### src/rtl/servo_query_pkg.sv
package servo_query_pkg;

    // ================================================================
    // Framing characters
    localparam logic [7:0] CH_BANG  = 8'h21;
    localparam logic [7:0] CH_HASH  = 8'h23;
    localparam logic [7:0] CH_CR    = 8'h0D;
    localparam logic [7:0] CH_MINUS = 8'h2D;
    localparam logic [7:0] CH_ZERO  = 8'h30;
    localparam logic [7:0] CH_QMARK = 8'h3F;
    localparam logic [7:0] CH_DRV_A = 8'h41;
    localparam logic [7:0] CH_DRV_D = 8'h44;

    // ================================================================
    // Command codes, two ASCII letters
    localparam logic [15:0] CMD_MOTOR_WARN = 16'h4557;
    localparam logic [15:0] CMD_FLAGS      = 16'h4558;
    localparam logic [15:0] CMD_MAX_ACCEL  = 16'h4741;
    localparam logic [15:0] CMD_MAX_CURR   = 16'h4743;
    localparam logic [15:0] CMD_DEMAND_POS = 16'h4744;
    localparam logic [15:0] CMD_GLOB_ERR   = 16'h4745;
    localparam logic [15:0] CMD_ACTUAL_POS = 16'h4750;
    localparam logic [15:0] CMD_STATE_LET  = 16'h4753;
    localparam logic [15:0] CMD_MAX_SPEED  = 16'h4756;
    localparam logic [15:0] CMD_GLOB_WARN  = 16'h4757;

    // State letters
    localparam logic [7:0] LET_RUN  = 8'h52;
    localparam logic [7:0] LET_INIT = 8'h49;
    localparam logic [7:0] LET_DIS  = 8'h44;
    localparam logic [7:0] LET_ERR  = 8'h45;

    // ================================================================
    // Register map and fields
    localparam logic [7:0] ADDR_CTRL = 8'h00;
    localparam logic [7:0] ADDR_STAT = 8'h04;
    localparam logic [7:0] ADDR_IRQ  = 8'h08;
    localparam logic [7:0] ADDR_MASK = 8'h0C;
    localparam logic [7:0] ADDR_CNT  = 8'h10;
    localparam int CTRL_EN_BIT   = 0;
    localparam int CTRL_CLR_BIT  = 1;
    localparam int IRQ_DONE_BIT  = 0;
    localparam int IRQ_BAD_BIT   = 1;
    localparam int IRQ_FAULT_BIT = 2;
    localparam logic       CTRL_EN_RST = 1'b1;
    localparam logic [2:0] MASK_RST    = 3'h0;
    localparam logic [15:0] WARN_KEEP  = 16'h014E;
    localparam logic [7:0] FAULT_CODE  = 8'h20;  // Arbitrary value

    // ================================================================
    // Timing
    localparam int CLK_HZ        = 20_000_000;
    localparam int WARN_HOLD_S   = 5;
    localparam int WARN_HOLD_CYC = WARN_HOLD_S * CLK_HZ;

    // ================================================================
    // Types
    typedef enum logic [1:0] {
        CS_INIT = 2'b00,
        CS_DIS  = 2'b01,
        CS_RUN  = 2'b10,
        CS_ERR  = 2'b11
    } ctl_state_t;

    typedef enum logic [3:0] {
        S_IDLE = 4'b0000,
        S_C1   = 4'b0001,
        S_C2   = 4'b0010,
        S_PAR  = 4'b0011,
        S_HASH = 4'b0100,
        S_LET  = 4'b0101,
        S_SIGN = 4'b0110,
        S_DIG  = 4'b0111,
        S_CR   = 4'b1000
    } fsm_t;

    typedef struct packed {
        logic [8:0]  warn;
        logic [15:0] accel;
        logic [15:0] current;
        logic [15:0] demand;
        logic [15:0] actual;
        logic [15:0] speed;
    } motor_t;

    typedef struct packed {
        ctl_state_t  state;
        logic        emerg;
        logic        init_not_done;
        logic        err_present;
        logic [3:0]  in_pos;
        logic [7:0]  err_code;
        logic [15:0] glob_err;
        logic        ctrl_warn;
        logic [3:0]  link_voltage;
    } ctrl_in_t;

    typedef struct packed {
        fsm_t        st;
        logic [7:0]  cmd0;
        logic [7:0]  cmd1;
        logic [1:0]  drive;
        logic        drive_ok;
        logic [7:0]  letter;
        logic        has_let;
        logic        has_num;
        logic        neg;
        logic [15:0] mag;
        logic [2:0]  idx;
        logic [3:0]  dig;
        logic        seen;
        logic [7:0]  tx_data;
        logic        tx_valid;
        logic        fault;
        logic [26:0] fault_cnt;
        logic        ctrl_en;
        logic [2:0]  irq;
        logic [2:0]  mask;
        logic [15:0] cmd_cnt;
        logic [31:0] prdata;
    } state_t;

endpackage

### src/rtl/servo_query.sv
// The register addresses and the APB slave port were left to the implementer.
`timescale 1ns/1ps
module servo_query #(
    parameter int WARN_HOLD = servo_query_pkg::WARN_HOLD_CYC
) (
    // Clock and reset
    input  wire logic                     pclk,
    input  wire logic                     presetn,
    // APB slave
    input  wire logic                     psel,
    input  wire logic                     penable,
    input  wire logic                     pwrite,
    input  wire logic [7:0]               paddr,
    input  wire logic [31:0]              pwdata,
    output logic [31:0]                   prdata,
    output logic                          pready,
    output logic                          pslverr,
    output logic                          irq,
    // Host byte link
    input  wire logic                     rx_valid,
    input  wire logic [7:0]               rx_data,
    output logic                          rx_ready,
    output logic                          tx_valid,
    output logic [7:0]                    tx_data,
    input  wire logic                     tx_ready,
    // Servo core status
    input  wire servo_query_pkg::motor_t  motor [4],
    input  wire servo_query_pkg::ctrl_in_t ctl
);

    servo_query_pkg::state_t q;
    servo_query_pkg::state_t n;
    servo_query_pkg::motor_t m;
    logic                    rx_fire;
    logic                    decode;
    logic                    err_now;
    logic                    hit;
    logic                    acc_wr;
    // ================================================================
    // Handshakes
    assign m       = motor[q.drive];
    assign rx_ready = q.ctrl_en && (q.st inside {servo_query_pkg::S_IDLE,
                      servo_query_pkg::S_C1, servo_query_pkg::S_C2,
                      servo_query_pkg::S_PAR});
    assign rx_fire = rx_valid && rx_ready;
    assign decode  = rx_fire && q.st == servo_query_pkg::S_PAR &&
                     rx_data == servo_query_pkg::CH_CR;
    assign err_now = q.fault || ctl.state == servo_query_pkg::CS_ERR;
    assign hit     = paddr inside {servo_query_pkg::ADDR_CTRL,
                     servo_query_pkg::ADDR_STAT, servo_query_pkg::ADDR_IRQ,
                     servo_query_pkg::ADDR_MASK, servo_query_pkg::ADDR_CNT};
    assign acc_wr  = psel && penable && pwrite && hit;
    assign pready  = psel && penable;
    assign pslverr = psel && penable && !hit;
    assign prdata  = q.prdata;
    assign irq     = |(q.irq & q.mask);
    assign tx_valid = q.tx_valid;
    assign tx_data  = q.tx_data;
    function automatic logic [15:0] pow10(input logic [2:0] i);
        case (i)
            3'h4:    pow10 = 16'h2710;
            3'h3:    pow10 = 16'h03E8;
            3'h2:    pow10 = 16'h0064;
            3'h1:    pow10 = 16'h000A;
            default: pow10 = 16'h0001;
        endcase
    endfunction
    // ================================================================
    // Next state
    always_comb begin
        logic [15:0] v;
        logic        per;
        logic        sgn;
        logic        bad;
        logic [2:0]  ev;
        logic [2:0]  w1c;
        logic        run_b;
        v   = 16'h0000;
        per = 1'b1;
        sgn = 1'b0;
        bad = 1'b0;
        ev  = 3'h0;
        w1c = 3'h0;
        run_b = !err_now && ctl.state == servo_query_pkg::CS_RUN;
        n = q;
        // Warning hold timer; a warning held for WARN_HOLD cycles trips the fault
        if (ctl.ctrl_warn) begin
            if (q.fault_cnt >= 27'(WARN_HOLD - 1)) begin
                n.fault = 1'b1;
                ev[servo_query_pkg::IRQ_FAULT_BIT] = !q.fault;
            end else begin
                n.fault_cnt = q.fault_cnt + 27'h1;
            end
        end else begin
            n.fault_cnt = 27'h0;
        end
        // Register access; read data captured in setup phase
        if (psel && !penable) begin
            case (paddr)
                servo_query_pkg::ADDR_CTRL: n.prdata = {31'h0, q.ctrl_en};
                servo_query_pkg::ADDR_STAT:
                    n.prdata = {29'h0, err_now, q.fault,
                                q.st != servo_query_pkg::S_IDLE};
                servo_query_pkg::ADDR_IRQ:  n.prdata = {29'h0, q.irq};
                servo_query_pkg::ADDR_MASK: n.prdata = {29'h0, q.mask};
                servo_query_pkg::ADDR_CNT:  n.prdata = {16'h0, q.cmd_cnt};
                default:                    n.prdata = 32'h0;
            endcase
        end
        if (acc_wr) begin
            case (paddr)
                servo_query_pkg::ADDR_CTRL: begin
                    n.ctrl_en = pwdata[servo_query_pkg::CTRL_EN_BIT];
                    if (pwdata[servo_query_pkg::CTRL_CLR_BIT] &&
                        !(ctl.ctrl_warn && q.fault_cnt >= 27'(WARN_HOLD - 1))) begin
                        n.fault = 1'b0;
                        n.fault_cnt = 27'h0;
                    end
                end
                servo_query_pkg::ADDR_IRQ:  w1c = pwdata[2:0];
                servo_query_pkg::ADDR_MASK: n.mask = pwdata[2:0];
                default: ;
            endcase
        end
        // Command decode at the closing CR
        case ({q.cmd0, q.cmd1})
            servo_query_pkg::CMD_MOTOR_WARN:
                v = {7'h0, m.warn} & servo_query_pkg::WARN_KEEP;
            servo_query_pkg::CMD_FLAGS: begin
                per = 1'b0;
                v = {4'h0, ctl.emerg,
                     !err_now && ctl.state == servo_query_pkg::CS_INIT,
                     !err_now && ctl.state == servo_query_pkg::CS_DIS,
                     err_now, run_b, 7'h0};
                v[6:0] = {ctl.init_not_done,
                          ctl.ctrl_warn || |ctl.link_voltage,
                          ctl.err_present || err_now, ctl.in_pos};
            end
            servo_query_pkg::CMD_MAX_ACCEL:  v = m.accel;
            servo_query_pkg::CMD_MAX_CURR:   v = m.current;
            servo_query_pkg::CMD_DEMAND_POS: begin
                v = m.demand;
                sgn = 1'b1;
            end
            servo_query_pkg::CMD_GLOB_ERR: begin
                per = 1'b0;
                v = ctl.glob_err;
            end
            servo_query_pkg::CMD_ACTUAL_POS: begin
                v = m.actual;
                sgn = 1'b1;
            end
            servo_query_pkg::CMD_STATE_LET: begin
                per = 1'b0;
                v = {8'h0, q.fault ? servo_query_pkg::FAULT_CODE : ctl.err_code};
            end
            servo_query_pkg::CMD_MAX_SPEED: v = m.speed;
            servo_query_pkg::CMD_GLOB_WARN: begin
                per = 1'b0;
                v = {10'h0, ctl.ctrl_warn, ctl.link_voltage, 1'b0};
            end
            default: bad = 1'b1;
        endcase
        bad = bad || (per && !q.drive_ok);
        // Request parser and reply emitter
        case (q.st)
            servo_query_pkg::S_IDLE: begin
                if (rx_fire && rx_data == servo_query_pkg::CH_BANG) begin
                    n.st = servo_query_pkg::S_C1;
                end
            end
            servo_query_pkg::S_C1: begin
                if (rx_fire) begin
                    n.cmd0 = rx_data;
                    n.st = servo_query_pkg::S_C2;
                end
            end
            servo_query_pkg::S_C2: begin
                if (rx_fire) begin
                    n.cmd1 = rx_data;
                    n.drive_ok = 1'b0;
                    n.st = servo_query_pkg::S_PAR;
                end
            end
            servo_query_pkg::S_PAR: begin
                if (decode) begin
                    n.cmd_cnt = q.cmd_cnt + 16'h1;
                    n.has_let = bad || {q.cmd0, q.cmd1} == servo_query_pkg::CMD_STATE_LET;
                    n.has_num = !bad;
                    if (bad) begin
                        n.letter = servo_query_pkg::CH_QMARK;
                        ev[servo_query_pkg::IRQ_BAD_BIT] = 1'b1;
                    end else if (n.has_let) begin
                        n.has_num = err_now;
                        if (err_now) begin
                            n.letter = servo_query_pkg::LET_ERR;
                        end else if (ctl.state == servo_query_pkg::CS_RUN) begin
                            n.letter = servo_query_pkg::LET_RUN;
                        end else if (ctl.state == servo_query_pkg::CS_INIT) begin
                            n.letter = servo_query_pkg::LET_INIT;
                        end else begin
                            n.letter = servo_query_pkg::LET_DIS;
                        end
                    end
                    n.neg = sgn && v[15];
                    n.mag = n.neg ? 16'(-v) : v;
                    n.idx = 3'h4;
                    n.dig = 4'h0;
                    n.seen = 1'b0;
                    n.st = servo_query_pkg::S_HASH;
                end else if (rx_fire && rx_data == servo_query_pkg::CH_BANG) begin
                    n.st = servo_query_pkg::S_C1;
                end else if (rx_fire && rx_data >= servo_query_pkg::CH_DRV_A &&
                             rx_data <= servo_query_pkg::CH_DRV_D) begin
                    n.drive = 2'(rx_data - servo_query_pkg::CH_DRV_A);
                    n.drive_ok = 1'b1;
                end
            end
            servo_query_pkg::S_HASH: begin
                if (!q.tx_valid) begin
                    n.tx_data = servo_query_pkg::CH_HASH;
                    n.tx_valid = 1'b1;
                end else if (tx_ready) begin
                    n.tx_valid = 1'b0;
                    n.st = servo_query_pkg::S_LET;
                end
            end
            servo_query_pkg::S_LET: begin
                if (!q.has_let) begin
                    n.st = servo_query_pkg::S_SIGN;
                end else if (!q.tx_valid) begin
                    n.tx_data = q.letter;
                    n.tx_valid = 1'b1;
                end else if (tx_ready) begin
                    n.tx_valid = 1'b0;
                    n.st = servo_query_pkg::S_SIGN;
                end
            end
            servo_query_pkg::S_SIGN: begin
                if (!q.has_num) begin
                    n.st = servo_query_pkg::S_CR;
                end else if (!q.neg) begin
                    n.st = servo_query_pkg::S_DIG;
                end else if (!q.tx_valid) begin
                    n.tx_data = servo_query_pkg::CH_MINUS;
                    n.tx_valid = 1'b1;
                end else if (tx_ready) begin
                    n.tx_valid = 1'b0;
                    n.st = servo_query_pkg::S_DIG;
                end
            end
            servo_query_pkg::S_DIG: begin
                // Subtract powers of ten; slower but no divider
                if (!q.tx_valid) begin
                    if (q.mag >= pow10(q.idx)) begin
                        n.mag = q.mag - pow10(q.idx);
                        n.dig = q.dig + 4'h1;
                    end else if (q.dig != 4'h0 || q.seen || q.idx == 3'h0) begin
                        n.tx_data = servo_query_pkg::CH_ZERO + {4'h0, q.dig};
                        n.tx_valid = 1'b1;
                        n.seen = 1'b1;
                    end else begin
                        n.idx = q.idx - 3'h1;
                    end
                end else if (tx_ready) begin
                    n.tx_valid = 1'b0;
                    n.dig = 4'h0;
                    if (q.idx == 3'h0) begin
                        n.st = servo_query_pkg::S_CR;
                    end else begin
                        n.idx = q.idx - 3'h1;
                    end
                end
            end
            servo_query_pkg::S_CR: begin
                if (!q.tx_valid) begin
                    n.tx_data = servo_query_pkg::CH_CR;
                    n.tx_valid = 1'b1;
                end else if (tx_ready) begin
                    n.tx_valid = 1'b0;
                    ev[servo_query_pkg::IRQ_DONE_BIT] = 1'b1;
                    n.st = servo_query_pkg::S_IDLE;
                end
            end
            default: n.st = servo_query_pkg::S_IDLE;
        endcase
        // Set wins over write-one-to-clear
        n.irq = (q.irq & ~w1c) | ev;
    end
    // ================================================================
    // State register
    always_ff @(posedge pclk or negedge presetn) begin
        if (!presetn) begin
            q <= '0;
            q.ctrl_en <= servo_query_pkg::CTRL_EN_RST;
            q.mask <= servo_query_pkg::MASK_RST;
        end else begin
            q <= n;
        end
    end
endmodule

### config.mk
export PLATFORM = sky130hd
export DESIGN_NAME = servo_query
export DESIGN_NICKNAME = d
export VERILOG_FILES = /design/src/rtl/servo_query_pkg.sv /design/src/rtl/servo_query.sv
export SDC_FILE = /design/constraint.sdc
export NUM_CORES = 1
export LEC_CHECK = 0
export BUFFER_PORTS_ARGS = -buffer_cell sky130_fd_sc_hd__buf_2
export CAP_MARGIN = 20
export CORE_AREA = 2 2 190 192
export CTS_BUF_LIST = sky130_fd_sc_hd__clkbuf_2 sky130_fd_sc_hd__clkbuf_4 sky130_fd_sc_hd__clkbuf_8
export DETAILED_ROUTE_END_ITERATION = 10
export DIE_AREA = 0 0 192 194
export MAX_ROUTING_LAYER = met4
export PLACE_DENSITY_LB_ADDON = 0.15
export SLEW_MARGIN = 20
export SYNTH_ARGS = -nofsm -noshare
export SYNTH_HDL_FRONTEND = slang
export SYNTH_SLANG_ARGS = --single-unit
### constraint.sdc
create_clock -name pclk -period 4.13 [get_ports pclk]
set_input_delay 0.826 -clock pclk [delete_from_list [all_inputs] [get_ports pclk]]
set_output_delay 0.826 -clock pclk [all_outputs]
set_load 0.03 [all_outputs]
==> impl_metrics.yaml, run 1 <==
clock_tree:
  cts-htree-levels: 4
  clock_latency_ns: 0.44
  clk_pin_slew_ns: 0.10
  clkSinkCount: 131
  root_buffer: "clkbuf_8"
  cts-buffers-inserted: 17
  cts_max_path_buffers: 2
  cts_tree: "built"
route:
  routed_wl_mm: 57.0
  vias: 12279
  drt_iter0_drc: 973
  vias_per_cell: 5.64
  drc: 0
  ant_nets: 0
  routedWlPerCell_um: 26.2
  first_pass_iters: 9
grt:
  overflow: 0
  grt_antenna_before_repair: 16
  grt_max_degree: 54
  track_usage_pct: 31.2
  grt_pass1_vias: 12340
  grt_pass1_wl_mm: 82.7
die:
  die_width_um: 192
  core-area_sq_um: 35200
  die_y_um: 194
  initial_core_util_pct: 33.4
  die_area_sq_um: 37200
  num_rows: 69
  pin_count: 494
finish:
  final_cell_area_sq_um: 14900
  fin_nets: 2168
  syn2layout_area_growth_pct: 26.6
  fin_cells: 2177
  drive_above_1_share_pct: 38.1
  utilization_pct: 42.3
logic_synthesis:
  synth_top_area_share_pct: 27.7
  ys_types: 87
  async_flop_share_pct: 100
  synth_edf_count: 0
  yosysSeqAreaShare_pct: 27.9
  yosysTopAreaCell: "dfrtp_1"
  synth.cell_area_sq_um: 11800
  ys_ff_latch: 131
  yosysWarnings: 0
  ys.flop_type: "dfrtp_1"
  synth_area_per_cell_sq_um: 9.37
  synth.area.top_cells: "dfrtp_1, mux4_2, mux4_1"
  netlist_instances: 1255
sta:
  min_period_ns: 3.92
  max_freq_ghz: 0.255
  rsz0062_at_grt: "false"
  fin_setup_tns_ns: 0
  whs_ns: 0.354
  finalClockSkew_ns: 0.0214
  setup_viol: 0
  min_period_over_period_pct: 95.0
  setup_ws_ns: 0.206
  hold_violations: 0
  maxSlewHeadroom_pct: 37.3
  maxSlewViolCount: 0
  tightest_slew_ns: 0.938
critical_path:
  r2r_start: "q[128]$_DFFE_PN0P_"
  reg2reg_to: "q[111]$_DFFE_PN0P_"
  crit_chain: "buf_12 -> mux4_2 -> mux2i_1 -> nor3_1 -> a2111oi_2 -> nor4b_2 -> nand4_2 -> o41ai_2 -> xor2_1 -> a221o_1"
  cp_data_arrival_time_ns: 4.26
  slowest_delay_ns: 0.62
  path_class: "reg -> reg"
  critPathSlowestCell: "dfrtp_4"
  start_kind: "flip-flop"
  reg2reg_depth: 10
  r2r_slack_ns: 0.21
  crit_required_ns: 4.46
  cp-end-kind: "flip-flop"
  crit_fanout: 17
pwr:
  p_per_area_nw_per_um2: 225
  peakVddDrop_mv: 0.175
  finalPower_mw: 3.35
  p_leak_nw: 6.79
run:
  max-cap-violations: 0
status:
  run_status: "completed"
place:
  placed_area_sq_um: 14500
  pre_cts_slack_ns: 0.234
  post-place-cells: 2134
  io_buffers: 431
  dp_hpwl_mm: 48.2
  gp_congestion: 1.04
worst_hold_path:
  hp-class: "in -> async"
timing repair:
action                                  4_1_cts  5_1_grt
endpoints found under the hold margin         0        0
endpoints found under the setup margin        0        1
hold buffers                                  0        0
buffers inserted                              0        0
gates resized for setup                       0        1
cell families (layout without fill, tap and decap cells):
group	after synthesis	after routing	share of synthesized area, %
xor+xnor	59	59	4.39
flops	131	131	27.9
compound gates	261	261	15.4
mux	109	109	19.0
fa+ha+maj	26	26	2.83
buf+inv	148	583	7.44
other cells	1	27	0.0319
simple gates	520	520	23.0
routing by layer:
| metal | GRT usage, % | wire length (um) |
|---|---|---|
| met5 | - | 0 |
| met4 | 7.12 | 1330 |
| met3 | 3.67 | 3230 |
| met2 | 50.2 | 27300 |
| met1 | 42.0 | 25200 |
layout make-up:
type | instances | area (sq um)
Clock buffer | 17 | 234
Antenna cell | 10 | 25.0
Tap cell | 461 | 577
Timing Repair Buffer | 510 | 2800
Multi-Input combinational cell | 992 | 7680
Sequential cell | 131 | 3290
Inverter | 41 | 154
Fill cell | 3650 | 20300
Clock inverter | 15 | 136
synth_stat cells, types with 14 or more instances:
library cell	number
o21ai_0	46
nand2_1	121
nand2b_1	14
nand4_1	35
nor3b_1	24
nor2_1	119
mux4_1	22
mux4_2	62
nor3_1	41
ha_1	25
nand3_1	49
xnor2_1	30
and3_1	16
buf_4	44
xor2_1	29
and2_1	16
inv_1	39
nor4_1	18
clkbuf_1	33
dfrtp_1	130
a21oi_1	65
a22o_1	23
power by group:
part	switching (mW)	internal [mW]
Clock	0.596	0.444
Sequential	0.0916	1.35
Combinational	0.513	0.361
Total	1.20	2.15
worst max-delay path by stage:
stage | start | end | slack (ns) | depth (start not counted)
after floorplan | q[97]$_DFFE_PN0P_ | q[101]$_DFFE_PN0P_ | 0.66 | 14
after global placement | q[135]$_DFFE_PN0P_ | q[111]$_DFFE_PN0P_ | 0.23 | 10
after detailed placement | motor[232] | q[111]$_DFFE_PN0P_ | 0.23 | 10
after CTS | q[135]$_DFFE_PN0P_ | q[112]$_DFFE_PN0P_ | 0.24 | 11
after global routing | q[97]$_DFFE_PN0P_ | tx_data[6]$_DFFE_PN0P_ | 0.04 | 16
final | q[128]$_DFFE_PN0P_ | q[111]$_DFFE_PN0P_ | 0.21 | 10
critical path, delay by kind of cell (launching register included):
| family | cells | cell delay [ns] |
|---|---|---|
| AO/OA/AOI/OAI | 3 | 1.03 |
| multiplexers | 2 | 0.89 |
| AND/OR/NAND/NOR | 3 | 0.89 |
| flip-flops | 1 | 0.62 |
| buffers and inverters | 1 | 0.22 |
| XOR/XNOR | 1 | 0.14 |
layout by cell type (no fill, tap or decap), types with 13 or more instances in the layout:
cell / n
nand4_1: 35
nor3b_1: 24
inv_1: 39
buf_4: 75
xor2_1: 29
nor2_1: 119
a22o_1: 23
buf_2: 430
dfrtp_1: 128
ha_1: 25
nand2_1: 121
a21oi_1: 65
nor3_1: 41
xnor2_1: 30
nor4_1: 17
nand2b_1: 14
o21ai_0: 46
and3_1: 16
mux4_2: 62
clkbuf_8: 17
conb_1: 17
and2_1: 16
nand3_1: 49
a22oi_1: 13
mux2_2: 13
mux4_1: 22
flip-flops by register name, indices dropped and copies added (netlist names):
signal    cells
q           107
tx_data       7
tx_valid      1
prdata       16
Note: power is estimated with default switching activity, not from simulation.
==> inputs of run 2 (changes only) <==
--- a/config.mk
+++ b/config.mk
@@ -12,7 +12,7 @@
 export DETAILED_ROUTE_END_ITERATION = 10
 export DIE_AREA = 0 0 192 194
 export MAX_ROUTING_LAYER = met4
-export PLACE_DENSITY_LB_ADDON = 0.15
+export PLACE_DENSITY = 0.56
 export SLEW_MARGIN = 20
 export SYNTH_ARGS = -nofsm -noshare
 export SYNTH_HDL_FRONTEND = slang
==> run 2 against run 1 <==
Effect of this change: total power grew 5.1%; worst hold slack better by 0.066 ns; utilization rose by 0.27 points; largest cell class unchanged.
==> impl_metrics.yaml, run 2 (synthesized netlist as in run 1, its figures left out) <==
pwr:
  p_int_mw: 2.38
  p_per_area_nw_per_um2: 235
  peakVddDrop_mv: 0.211
  combPwrFrac_pct: 24.7
  p_sw_share_pct: 32.4
  power_frac_seq_pct: 40.8
  p_leak_nw: 6.81
  pwr-share-clk_pct: 34.5
  p_switching_mw: 1.14
die:
  die_width_um: 192
  initial_core_util_pct: 33.4
  core-area_sq_um: 35200
  die_y_um: 194
  pin_count: 494
  num_rows: 69
  die_area_sq_um: 37200
sta:
  finalClockSkew_ns: 0.0169
  setup_ws_ns: 0.268
  maxSlewHeadroom_pct: 36.6
  min_period_ns: 3.86
  max_freq_ghz: 0.259
  maxSlewViolCount: 0
  fin_setup_tns_ns: 0
  tightest_slew_ns: 0.948
  rsz0062_at_grt: "false"
  min_period_over_period_pct: 93.5
  hold_violations: 0
  setup_viol: 0
run:
  max-cap-violations: 0
grt:
  grt_pass1_wl_mm: 79.2
  grt_pass1_vias: 12122
  track_usage_pct: 29.7
  grt_max_degree: 57
  overflow: 0
  grt_antenna_before_repair: 8
finish:
  nFillCells: 3608
  syn2layout_area_growth_pct: 27.4
  drive_above_1_share_pct: 37.8
  multi_input_area_sq_um: 7700
  max_flop_register: "q"
  layout_commonest_cell: "buf_2"
  largest_register_ffs: 107
  regArea_sq_um: 3290
  fin_cells: 2163
  fin_nets: 2156
  final_cell_mix: "buf_2, dfrtp_1, nand2_1"
clock_tree:
  cts_tree: "built"
  cts-buffers-inserted: 17
  root_buffer: "clkbuf_8"
  cts-htree-levels: 4
  clock_latency_ns: 0.46
  clk_pin_slew_ns: 0.08
  clkSinkCount: 131
  cts_setup_buffers: 0
  cts_max_path_buffers: 2
place:
  dp_hpwl_mm: 45.4
  pre_cts_slack_ns: 0.233
  io_buffers: 431
  gp_congestion: 1.01
  post-place-cells: 2123
route:
  vias_per_cell: 5.72
  vias: 12370
  drt_iter0_drc: 1236
  ant_nets: 0
  drc: 0
  routedWlPerCell_um: 25.1
  first_pass_iters: 5
  routed_wl_mm: 54.3
critical_path:
  crit_required_ns: 4.51
  cp_data_arrival_time_ns: 4.25
  start_kind: "flip-flop"
  cp-end-kind: "flip-flop"
  crit_fanout: 18
  path_class: "reg -> reg"
worst_hold_path:
  hp-class: "in -> async"
status:
  run_status: "completed"
[run 2: path summary, 6_finish.rpt]
| check | start | end | slack, ns | cells after the start |
|---|---|---|---|---|
| max in group asynchronous | presetn | q[49]$_DFFE_PN0P_ | 2.75 | 2 |
| min reg2reg | q[47]$_DFFE_PN0P_ | q[47]$_DFFE_PN0P_ | 0.48 | 1 |
| max | q[128]$_DFFE_PN0P_ | q[106]$_DFFE_PN0P_ | 0.27 | 14 |
| max reg2reg | q[128]$_DFFE_PN0P_ | q[106]$_DFFE_PN0P_ | 0.27 | 14 |
| min in group pclk | q[47]$_DFFE_PN0P_ | q[47]$_DFFE_PN0P_ | 0.48 | 1 |
| min | presetn | q[70]$_DFF_PN0_ | 0.42 | 1 |
[run 2: power groups by stage]
stage	sequential, mW	clock [mW]	combinational, mW
2_1_floorplan	1.42	0	0.513
3_3_place_gp	1.46	0	0.861
3_5_place_dp	1.46	0	0.863
4_1_cts	1.44	1.25	0.866
5_1_grt	1.45	1.30	0.941
6_report	1.44	1.22	0.871
[run 2: per-layer routing]
layer	routed length, um	up-vias	GRT usage, %	share of wire [%]
met1	22600	6062	38.3	42
li1	-	5593	-	-
met4	1280	0	7.24	2.4
met5	0	-	-	0
met2	26400	642	48.3	49
met3	3990	73	5.23	7.4
[run 2: what timing repair did]
action,CTS,global route
setup endpoints to repair,0,4
resized for setup,0,2
hold buffers,0,0
[run 2: critical path, stage by stage, from the launching register on]
cell,delay [ns]
dfrtp_4,0.58
buf_12,0.23
mux4_1,0.58
nand3_1,0.11
a21oi_1,0.10
a211oi_1,0.19
and4_1,0.31
ha_1,0.22
inv_1,0.11
nor4_1,0.34
nand4_1,0.19
o31ai_1,0.34
xor2_1,0.24
a21oi_1,0.10
o21ai_0,0.14
[run 2: cell type report]
cell class	instances	area share, %
tap	461	3.85
sequential	131	21.9
inverter	41	1.03
clock buffer	18	1.61
timing repair buffer	498	18.8
multi-input combinational	992	51.3
clock inverter	14	1.35
antenna	8	0.134
[run 2: stage by stage]
step / total power [mW] / instance area, sq um / hold WS (ns) / util, %
detailed placement: 2.32 / 14500 / 0.466 / 41.2
finish: 3.52 / 15000 / 0.419 / 42.6
global placement: 2.32 / 14500 / 0.467 / 41.2
CTS: 3.55 / 15000 / 0.440 / 42.5
floorplan: 1.93 / 11800 / 0.446 / -
global route: 3.69 / 15000 / 0.458 / 42.6
